## src/include/adcsp_defs.svh

```systemverilog
// Constants for the converter serial port and ready logic.
`ifndef ADCSP_DEFS_SVH
`define ADCSP_DEFS_SVH

// Autoreset window in master-clock cycles.
`define ADCSP_TIMEOUT_CYC 65536
// Cycles after an autoreset before a new transaction is taken.
`define ADCSP_RECOVER_CYC 4
// Further serial clock transitions needed to stay out of autoreset.
`define ADCSP_EDGES_NEEDED 7
// Width of the early ready pulse before a new result, in cycles.
`define ADCSP_READY_PULSE_CYC 16
// Bit position of the timeout enable in the port configuration byte.
`define ADCSP_CFG_TIMEOUT_BIT 3
// Port configuration reset value: timeout disabled.
`define ADCSP_CFG_RESET 8'h00
// Result width and output FIFO depth.
`define ADCSP_DATA_W 32
`define ADCSP_FIFO_DEPTH 32

`endif

```

## src/include/adcsp_pkg.sv

```systemverilog
// Types shared by the converter serial port, its checker and its bench.
package adcsp_pkg;

	// Serial pins as seen by the device.
	typedef struct packed {
		logic cs_n;
		logic sclk;
		logic din;
	} adcsp_pins_in_t;

	// Events from the conversion engine.
	typedef struct packed {
		logic pulse_mode;
		logic conv_start;
		logic pre_ready;
		logic result_valid;
		logic [31:0] result;
	} adcsp_conv_t;

	// Ready pin state machine, one-hot.
	typedef enum logic [2:0] {
		ADCSP_RDY_IDLE = 3'b001,
		ADCSP_RDY_LOW = 3'b010,
		ADCSP_RDY_PULSE = 3'b100
	} adcsp_rdy_state_t;

endpackage

```

## src/hdl/adcsp_fifo.sv

```systemverilog
// Result FIFO between the conversion engine and the serial shifter.
`timescale 1ns/100ps
module adcsp_fifo #(
	parameter int WIDTH = 32,
	parameter int DEPTH = 32
) (
	// Clock and reset.
	input wire logic mclk,
	input wire logic sys_rst,
	// Write side.
	input wire logic in_valid,
	output logic in_ready,
	input wire logic [WIDTH-1:0] in_data,
	// Read side.
	output logic out_valid,
	input wire logic out_ready,
	output logic [WIDTH-1:0] out_data
);
	localparam int AW = $clog2(DEPTH);

	typedef struct packed {
		logic [DEPTH-1:0][WIDTH-1:0] mem;
		logic [AW-1:0] wr;
		logic [AW-1:0] rd;
		logic [AW:0] cnt;
	} adcsp_fifo_st_t;

	adcsp_fifo_st_t st;
	adcsp_fifo_st_t next_st;
	logic push;
	logic pop;

	// Full and empty come straight from the occupancy count.
	assign in_ready = (st.cnt != DEPTH[AW:0]);
	assign out_valid = (st.cnt != '0);
	assign out_data = st.mem[st.rd];
	assign push = in_valid && in_ready;
	assign pop = out_valid && out_ready;

	// Next state of pointers, count and storage.
	always_comb begin
		next_st = st;
		if (push) begin
			next_st.mem[st.wr] = in_data;
			next_st.wr = st.wr + 1'b1;
		end
		if (pop) begin
			next_st.rd = st.rd + 1'b1;
		end
		if (push && !pop) begin
			next_st.cnt = st.cnt + 1'b1;
		end else if (pop && !push) begin
			next_st.cnt = st.cnt - 1'b1;
		end
	end

	// State register.
	always_ff @(posedge mclk) begin
		if (sys_rst) begin
			st <= '0;
		end else begin
			st <= next_st;
		end
	end
endmodule // adcsp_fifo

```

## src/hdl/adcsp_port.sv

```systemverilog
// Serial host port with chip select, autoreset and data-ready signalling.
`timescale 1ns/100ps
`include "adcsp_defs.svh"

module adcsp_port
	import adcsp_pkg::*;
(
	// Clock and reset.
	input wire logic mclk,
	input wire logic sys_rst,
	// Serial pins from the host.
	input adcsp_pkg::adcsp_pins_in_t pins,
	// Port configuration byte; bit 3 enables the timeout.
	input wire logic [7:0] port_cfg,
	// Conversion engine events and results.
	input adcsp_pkg::adcsp_conv_t conv,
	output logic conv_in_ready,
	// Dedicated ready output.
	output logic conv_ready_n,
	// Shared data-out and ready pin: value and enable (low drives).
	output logic serial_out_ready_n,
	output logic serial_out_oe_n,
	// Received command bytes for the command decoder.
	output logic [7:0] cmd_byte,
	output logic cmd_valid,
	// Autoreset fired, one-cycle pulse.
	output logic autoreset
);
	import adcsp_pkg::*;

	//--------------------------------------------------------------
	// Constants
	//--------------------------------------------------------------
	localparam logic [16:0] TIMEOUT_CYC = 17'(`ADCSP_TIMEOUT_CYC);
	localparam logic [2:0] RECOVER_CYC = 3'(`ADCSP_RECOVER_CYC);
	localparam logic [3:0] EDGES_NEEDED = 4'(`ADCSP_EDGES_NEEDED);
	localparam logic [4:0] PULSE_CYC = 5'(`ADCSP_READY_PULSE_CYC);
	localparam int DW = `ADCSP_DATA_W;

	//--------------------------------------------------------------
	// State
	//--------------------------------------------------------------
	typedef struct packed {
		logic [1:0] cs_sync;
		logic [1:0] sclk_sync;
		logic [1:0] din_sync;
		logic sclk_prev;
		logic watching;
		logic [16:0] win_cnt;
		logic [3:0] edge_cnt;
		logic [2:0] recover;
		logic autoreset;
		logic [5:0] bit_cnt;
		logic [DW-1:0] shift;
		logic loaded;
		logic [7:0] cmd_sr;
		logic [2:0] cmd_bits;
		logic [7:0] cmd_byte;
		logic cmd_valid;
		logic out_bit;
		logic oe_n;
		adcsp_rdy_state_t rdy_st;
		logic [4:0] pulse_cnt;
		logic rdy_n;
		logic pulse_busy;
	} adcsp_port_st_t;

	adcsp_port_st_t st;
	adcsp_port_st_t next_st;

	logic cs_n_s;
	logic sclk_s;
	logic din_s;
	logic sclk_rise;
	logic sclk_fall;
	logic sclk_any;
	logic port_hold;
	logic timeout_en;
	logic fifo_valid;
	logic fifo_pop;
	logic [DW-1:0] fifo_data;

	// Decode of the timeout enable, used only by the watchdog; recovery counts down regardless.
	function automatic logic cfg_timeout(input logic [7:0] cfg);
		cfg_timeout = cfg[`ADCSP_CFG_TIMEOUT_BIT];
	endfunction

	//--------------------------------------------------------------
	// Synchronised pins and edges
	//--------------------------------------------------------------
	// Only the second stage of each synchroniser is read below.
	assign cs_n_s = st.cs_sync[1];
	assign sclk_s = st.sclk_sync[1];
	assign din_s = st.din_sync[1];
	assign sclk_rise = sclk_s && !st.sclk_prev;
	assign sclk_fall = !sclk_s && st.sclk_prev;
	assign sclk_any = sclk_rise || sclk_fall;
	assign timeout_en = cfg_timeout(port_cfg);
	// Serial logic is held while deselected or recovering.
	assign port_hold = cs_n_s || (st.recover != '0);
	assign fifo_pop = fifo_valid && !st.loaded && !port_hold;

	//--------------------------------------------------------------
	// Result buffer
	//--------------------------------------------------------------
	adcsp_fifo #(
		.WIDTH(DW),
		.DEPTH(`ADCSP_FIFO_DEPTH)
	) u_fifo (
		.mclk(mclk),
		.sys_rst(sys_rst),
		.in_valid(conv.result_valid),
		.in_ready(conv_in_ready),
		.in_data(conv.result),
		.out_valid(fifo_valid),
		.out_ready(fifo_pop),
		.out_data(fifo_data)
	);

	//--------------------------------------------------------------
	// Next-state logic
	//--------------------------------------------------------------
	// Watchdog, shifter and ready machine all step in one place.
	always_comb begin
		next_st = st;
		next_st.cs_sync = {st.cs_sync[0], pins.cs_n};
		next_st.sclk_sync = {st.sclk_sync[0], pins.sclk};
		next_st.din_sync = {st.din_sync[0], pins.din};
		next_st.sclk_prev = sclk_s;
		next_st.autoreset = 1'b0;
		next_st.cmd_valid = 1'b0;

		// Recovery countdown after an autoreset.
		if (st.recover != '0) begin
			next_st.recover = st.recover - 1'b1;
		end

		// Autoreset watchdog; a fresh window opens on a rising edge.
		if (!timeout_en || port_hold) begin
			next_st.watching = 1'b0;
			next_st.win_cnt = '0;
			next_st.edge_cnt = '0;
		end else if (!st.watching) begin
			if (sclk_rise) begin
				next_st.watching = 1'b1;
				next_st.win_cnt = '0;
				next_st.edge_cnt = '0;
			end
		end else if (sclk_any && st.edge_cnt == EDGES_NEEDED - 1'b1) begin
			// Seventh edge inside the window: stand down, no reset.
			next_st.watching = 1'b0;
		end else if (st.win_cnt == TIMEOUT_CYC - 1'b1) begin
			next_st.watching = 1'b0;
			next_st.autoreset = 1'b1;
			next_st.recover = RECOVER_CYC;
		end else begin
			next_st.win_cnt = st.win_cnt + 1'b1;
			if (sclk_any) begin
				next_st.edge_cnt = st.edge_cnt + 1'b1;
			end
		end

		// Serial shifter; output tri-stated and reset when deselected.
		if (port_hold || next_st.autoreset) begin
			next_st.oe_n = cs_n_s;
			next_st.bit_cnt = '0;
			next_st.cmd_bits = '0;
			next_st.out_bit = 1'b1;
		end else begin
			next_st.oe_n = 1'b0;
			if (fifo_pop) begin
				next_st.shift = fifo_data;
				next_st.loaded = 1'b1;
			end
			// Between reads, with the clock parked low, the pin mirrors
			// the ready output; the last data bit stands until its fall.
			if (st.bit_cnt == '0 && !sclk_s) begin
				next_st.out_bit = st.rdy_n;
			end
			if (sclk_rise && st.loaded) begin
				// Data changes on the rising edge, MSB first.
				next_st.out_bit = st.shift[DW-1];
				next_st.shift = {st.shift[DW-2:0], 1'b0};
				next_st.bit_cnt = st.bit_cnt + 1'b1;
				if (st.bit_cnt == 6'(DW - 1)) begin
					next_st.loaded = 1'b0;
					next_st.bit_cnt = '0;
				end
			end
			if (sclk_fall) begin
				// Input bits are taken on the falling edge.
				next_st.cmd_sr = {st.cmd_sr[6:0], din_s};
				next_st.cmd_bits = st.cmd_bits + 1'b1;
				if (st.cmd_bits == 3'h7) begin
					next_st.cmd_byte = {st.cmd_sr[6:0], din_s};
					next_st.cmd_valid = 1'b1;
				end
			end
		end

		// Ready machine runs whatever chip select does.
		case (st.rdy_st)
			ADCSP_RDY_IDLE: begin
				if (conv.conv_start) begin
					next_st.rdy_n = 1'b1;
					next_st.pulse_busy = conv.pulse_mode;
				end
				if (conv.result_valid) begin
					next_st.rdy_n = 1'b0;
					next_st.rdy_st = ADCSP_RDY_LOW;
				end
			end
			ADCSP_RDY_LOW: begin
				if (conv.result_valid) begin
					next_st.rdy_n = 1'b0;
					next_st.pulse_busy = 1'b0;
				end else if (conv.conv_start) begin
					next_st.rdy_n = 1'b1;
					next_st.pulse_busy = conv.pulse_mode;
				end else if (!conv.pulse_mode && conv.pre_ready) begin
					next_st.rdy_n = 1'b1;
					next_st.pulse_cnt = PULSE_CYC - 1'b1;
					next_st.rdy_st = ADCSP_RDY_PULSE;
				end else if (!conv.pulse_mode && sclk_fall && !port_hold) begin
					next_st.rdy_n = 1'b1;
				end
			end
			ADCSP_RDY_PULSE: begin
				if (conv.result_valid || st.pulse_cnt == '0) begin
					next_st.rdy_n = 1'b0;
					next_st.rdy_st = ADCSP_RDY_LOW;
				end else begin
					next_st.pulse_cnt = st.pulse_cnt - 1'b1;
				end
			end
			default: begin
				next_st.rdy_st = ADCSP_RDY_IDLE;
				next_st.rdy_n = 1'b1;
			end
		endcase
	end

	//--------------------------------------------------------------
	// State register
	//--------------------------------------------------------------
	// Ready idles high and the shared pin idles released.
	always_ff @(posedge mclk) begin
		if (sys_rst) begin
			st <= '0;
			st.cs_sync <= 2'h3;
			st.rdy_st <= ADCSP_RDY_IDLE;
			st.rdy_n <= 1'b1;
			st.oe_n <= 1'b1;
			st.out_bit <= 1'b1;
		end else begin
			st <= next_st;
		end
	end

	//--------------------------------------------------------------
	// Outputs
	//--------------------------------------------------------------
	assign conv_ready_n = st.rdy_n;
	assign serial_out_ready_n = st.out_bit;
	assign serial_out_oe_n = st.oe_n;
	assign cmd_byte = st.cmd_byte;
	assign cmd_valid = st.cmd_valid;
	assign autoreset = st.autoreset;
endmodule // adcsp_port

```

## config.mk

```make
export PLATFORM = sky130hd
export DESIGN_NAME = adcsp_port
export DESIGN_NICKNAME = d
export VERILOG_FILES = /design/src/include/adcsp_pkg.sv /design/src/hdl/adcsp_fifo.sv /design/src/hdl/adcsp_port.sv
export VERILOG_INCLUDE_DIRS = /design/src /design/src/include
export SDC_FILE = /design/constraint.sdc
export NUM_CORES = 2
export LEC_CHECK = 0
export ABC_AREA = 0
export BUFFER_PORTS_ARGS = -buffer_cell sky130_fd_sc_hd__buf_2
export CAP_MARGIN = 25
export CORE_ASPECT_RATIO = 1.75
export CORE_MARGIN = 8
export CORE_UTILIZATION = 30
export DETAILED_ROUTE_END_ITERATION = 10
export GPL_TIMING_DRIVEN = 0
export PLACE_DENSITY = 0.43
export SYNTH_ARGS = -nofsm -noshare
export SYNTH_HDL_FRONTEND = slang
export SYNTH_SLANG_ARGS = --single-unit
```

## constraint.sdc

```tcl
create_clock -name mclk -period 3.2 [get_ports mclk]
set_clock_uncertainty 0.2 [all_clocks]
set_input_delay 0.16 -clock mclk [delete_from_list [all_inputs] [get_ports mclk]]
set_output_delay 0.16 -clock mclk [all_outputs]
set_load 0.01 [all_outputs]
```

---- After elaboration in Yosys (flattened, before gate mapping) ----
Index checks and enable logic that the tools add are counted.
cells by class
  $add $sub $neg .......................... 10
  multiply operators ...................... 0
  divide/modulo/power cells ............... 0
  order comparisons ....................... 3
  equality and inequality tests ........... 19
  shift-type cells ........................ 0
  muxes and demuxes ....................... 43
  bitwise operators ....................... 2
  reductions and logical operators ........ 48
operator list
  cell                     count
  $bwmux W1024             1
  $bmux W32 S5             1
  $demux W32 S5            1
  $mux W33                 2
  $mux W32                 2
  $mux W22                 2
  $mux W25                 1
  $mux W8                  3
  $mux W21                 1
  $mux W6                  3
  $add A17 B1 Y17 const B  1
  $eq A17 B16 Y1 const B   1
  $mux W4                  4
  $ne A2 B2 Y1 const B     8
  $logic_and A1 B1 Y1      15
  $mux W1                  13
  $add A6 B1 Y6 const B    2
  $lt A5 B6 Y1 const B     2
  $add A5 B1 Y5 const B    2
  $pmux W5 S2              1
  $reduce_and A5 Y1        2
  $reduce_bool A2 Y1       5
  $mux W3                  3
  $pmux W3 S3              1
  other kinds (30)         48
storage, ports and cells
  flip-flop bits (word level) ............. 1,142
  bits in latches ......................... 0
  memory bits (writable) .................. 0
  memory bits (read-only) ................. 0
  bits of input ports ..................... 49
  word-level logic and storage cells ...... 181
  memories ................................ 0

---- Logic depth before layout (Yosys ltp) ----
  word-level depth ........................ 11
  gate-level depth with buffers ........... 13

---- Cells and area by module ----
From an unflattened synthesis, not the netlist that was laid out.
unflattened totals
  cells, all modules ...................... 5,904
  area total of the unflattened synthesis .. 50,402.1 um2
modules (own cells, without submodules)
  module      times used  cells each  area each (um2)
  adcsp_fifo  1           5,382       45,746.4
  adcsp_port  1           522         4,655.7

---- Worst setup path after synthesis ----
OpenSTA, ideal clock, no wires.
  path type ............................... reg2reg
  start ................................... register u_fifo.st[0] (netlist name)
  end ..................................... register u_fifo.st[5] (netlist name)
  setup time .............................. 0.121 ns
  arrival ................................. 3.010 ns
  data required time ...................... 2.879 ns
  slack ................................... -0.131 ns
  stages on the path, launching flop included .. 13
  buffers on the path ..................... 1
  period minus slack after synthesis ...... 3.331 ns
  path through ............................ dfxtp_1 -> or4_4 -> buf_6 -> o311a_1 -> inv_1 -> ha_1 -> inv_1 -> ha_1 -> a21o_1 -> a21oi_1 -> or3_1 -> nand4_1 -> mux2_2
between the ends
  word-level cells in the longest chain between the ends .. 7
  elaborated cells between the ends (all ways) .. 15
RTL lines
  element                                                                line              RTL
  from (decl)                                                            adcsp_fifo.sv:28  adcsp_fifo_st_t st;
  from (signal assigned)                                                 adcsp_fifo.sv:62  st <= next_st;
  parallel branches: the longest is 7 deep, another holds $sub A6 B1 Y6  --
Parallel ways; which one is timed is not known. The select of a mux whose other input is x is not followed.
A chain may end at the register's enable or synchronous reset.

---- Final worst setup path ----
  start ................................... register u_fifo.st[6] (netlist name)
  end ..................................... register st[45] (netlist name)
between the ends
  word-level cells in the longest chain between the ends .. 4
RTL lines
  element                         line               RTL
  $bmux W32 S5                    adcsp_fifo.sv:36   assign out_data = st.mem[st.rd];
  $mux W32 (not written as such)  adcsp_fifo.sv:36
  $mux W33                        adcsp_port.sv:171  if (fifo_pop) begin
  $mux W33                        adcsp_port.sv:180  if (sclk_rise && st.loaded) begin
  to (signal assigned)            adcsp_port.sv:256  st <= next_st;
  to (decl)                       adcsp_port.sv:68   adcsp_port_st_t st;
No other way between the ends. The select of a mux whose other input is x is not followed.

==> flow_metrics.env <==
export IMPL_dr_pass1_iters=10
export IMPL_period_needed_ns=3.20
export IMPL_die_area_um2=179000
export IMPL_fmax_ghz=0.313
export IMPL_slew_headroom_pct=22.1
export IMPL_fp_dieW_um=323
export IMPL_via_count=42100
export IMPL_h_tree_depth=3
export IMPL_path_max_fanout=10
export IMPL_insertion_delay_ns=0.74
export IMPL_synth_edff_count=0
export IMPL_final_hold_viol_count=0
export IMPL_yosys_warnings=0
export IMPL_synth_flop_cell="dfxtp_1"
export IMPL_io_buffer_count=55
export IMPL_final_antenna_net_count=0
export IMPL_cp_required_ns=3.60
export IMPL_ir_worst_vdd_mv=0.488
export IMPL_yosysUniqueCellTypes=68
export IMPL_worst_slew_pin_slew_ns=1.17
export IMPL_clkTransAtPathRegs_ns=0.07
export IMPL_total_power_mw=32.8
export IMPL_syn_area_um2=49600
export IMPL_end_kind="flop"
export IMPL_syn_to_final_growth_pct=16.9
export IMPL_grt_max_degree=16
export IMPL_synth_seq_cells=1142
export IMPL_slew_violations=0
export IMPL_grt_overflow_total=0
export IMPL_p_leak_nw=18.3
export IMPL_placed_area_um2=53200
export IMPL_drc_errors=0
export IMPL_coreArea_um2=164000
export IMPL_grt_pass1_wl_mm=299
export IMPL_maxCapViolations=0
export IMPL_drt_vias_per_instance=5.00
export IMPL_root_buffer="clkbuf_16"
export IMPL_track_usage_pct=23.0
export IMPL_initial_core_util_pct=30.2
export IMPL_drtIter0Drc=2732
export IMPL_cts_sinks=1142
export IMPL_fp_row_count=197
export IMPL_synthArstFlopShare_pct=0
export IMPL_grt_setup_unrepaired="true"
export IMPL_r2r_slack_ns=0.002
export IMPL_seq_area_um2=22900
export IMPL_cts_buffers=114
export IMPL_ys_seq_area_share_pct=46.1
export IMPL_io_pins=63
export IMPL_nFillCells=17200
export IMPL_grt_pass1_vias=43000
export IMPL_drive_above_1_share_pct=13.8
export IMPL_ctsLongestPathBuffers=3
export IMPL_finalSetupTns_ns=0
export IMPL_die_h_um=554
export IMPL_hp_class="in -> reg"
export IMPL_syn_nets=5941
export IMPL_detail_route_wl_per_cell_um=25.2
export IMPL_synthCells=5867
export IMPL_final_period_utilization_pct=99.9
export IMPL_setup_viol=0
export IMPL_wirelength_mm=211
export IMPL_final_nets=6198
export IMPL_fin_area_um2=58000
export IMPL_startpoint_type="flop"
export IMPL_p_per_area_nw_per_um2=565
export IMPL_critPathKind="reg -> reg"
export IMPL_multi_input_area_um2=23600
export IMPL_syn_area_per_cell_um2=8.45
export IMPL_worst_ep_arrival_time_ns=3.60
export IMPL_dp_hpwl_mm=174
export IMPL_cts_tree="yes"
export IMPL_antenna_found_initial=1
export IMPL_place_congestion=0.899
export IMPL_status="finished clean"
-- Yosys cell counts, types with 31 or more instances --
cell | instances | area share [%]
clkbuf_1 | 239 | 1.8
mux4_2 | 193 | 8.8
nor2_1 | 112 | 0.85
a22oi_1 | 92 | 1.4
o22ai_1 | 61 | 0.77
buf_2 | 131 | 1.3
o21ai_0 | 134 | 1.4
nand2_1 | 1957 | 15
a211oi_1 | 34 | 0.51
a21oi_1 | 1080 | 11
a22o_1 | 31 | 0.55
mux2i_1 | 150 | 3.0
buf_6 | 101 | 2.3
or2_2 | 33 | 0.42
buf_1 | 101 | 0.76
o221ai_1 | 32 | 0.57
dfxtp_1 | 1142 | 46
-- placed cells by master (no fill, tap or decap), types with 21 or more instances in the layout --
cell type / count
inv_1: 23
a22o_1: 31
dfxtp_1: 1139
or2_2: 33
buf_4: 44
clkbuf_1: 234
buf_1: 100
clkbuf_16: 118
a21oi_1: 1079
o221ai_1: 32
clkbuf_8: 32
nor2_1: 98
o22ai_1: 61
a22oi_1: 92
buf_2: 164
o21ai_0: 134
nand2_1: 1956
mux2i_1: 148
buf_8: 31
clkinv_2: 21
clkbuf_2: 25
dlygate4sd3_1: 45
buf_6: 107
ha_1: 21
mux4_2: 193
-- critical path, stage by stage (launching register included) --
cell and delay, ns:
dfxtp_1 0.34, buf_2 0.30, buf_4 0.32, clkbuf_4 0.31
buf_8 0.29, mux2i_1 0.29, o22ai_1 0.18, a211oi_1 0.53
a22o_1 0.21, o22ai_1 0.07
-- stage by stage --
stage | worst slack, ns | cells | util [%] | hold WS, ns
floorplan | 0.0130 | 5867 | - | 0.0638
global placement | -0.835 | 8111 | 32.0 | 0.148
detailed placement | -0.860 | 8144 | 32.3 | 0.157
CTS | -0.00714 | 8399 | 35.2 | 0.0415
global route | -0.00515 | 8405 | 35.3 | 0.0817
finish | 0.00187 | 8408 | 35.3 | 0.0823
-- cell families after synthesis --
family / synth area share (%)
and+or+nand+nor: 17.3
muxes: 11.9
AOI/OAI and AO/OA: 16.8
DFF: 46.1
buffers and inverters: 6.78
xor gates and xnor gates: 0.477
adders and majority gates: 0.646
-- repair_timing --
action                                 4_1_cts  5_1_grt
endpoints found under the hold margin     1034        0
hold buffers                                45        0
pin swaps                                    6        4
setup endpoints to repair                   84      296
setup buffers                                7        6
gates resized for setup                     87       39
-- state kept, by name, summed over array words and instances, names as in the netlist --
name / count
cs_n_s: 1
serial_out_oe_n: 1
conv_ready_n: 1
autoreset: 1
st: 83
cmd_byte: 8
u_fifo.st: 1040
next_st: 4
cmd_valid: 1
serial_out_ready_n: 1
din_s: 1
-- cell type report --
cell class	count	area share, %
Multi-Input combinational cell	4101	40.7
Sequential cell	1142	39.4
Clock buffer	173	5.98
Buffer	592	5.82
Tap cell	2189	4.72
Timing Repair Buffer	147	2.41
Clock inverter	34	0.693
Inverter	26	0.173
Antenna cell	4	0.0173
-- report_power, final --
part           internal, mW  switching (mW)  leakage [nW]
logic                  1.36            2.64          7.17
registers              14.4           0.163          9.21
clock network          8.02            6.16          1.92
total                  23.8            8.96          18.3
-- per-layer routing --
layer  global-route usage, %  routed length, um
met3                    2.38               6710
met1                    21.1              68300
met2                    45.6             117000
met5                       0                  0
met4                    17.1              19400
-- worst paths after layout --
check / from / endpoint / cells past startpoint
min: conv[28] / u_fifo.st[108]$_SDFFE_PP0P_ / 4
min reg2reg: next_st[103]$_SDFF_PP1_ / cs_n_s$_SDFF_PP1_ / 1
max reg2reg: u_fifo.st[6]$_SDFFE_PP0P_ / st[45]$_SDFFE_PP0P_ / 9
max: u_fifo.st[6]$_SDFFE_PP0P_ / st[45]$_SDFFE_PP0P_ / 9
Power figures use the tool's default switching activity.
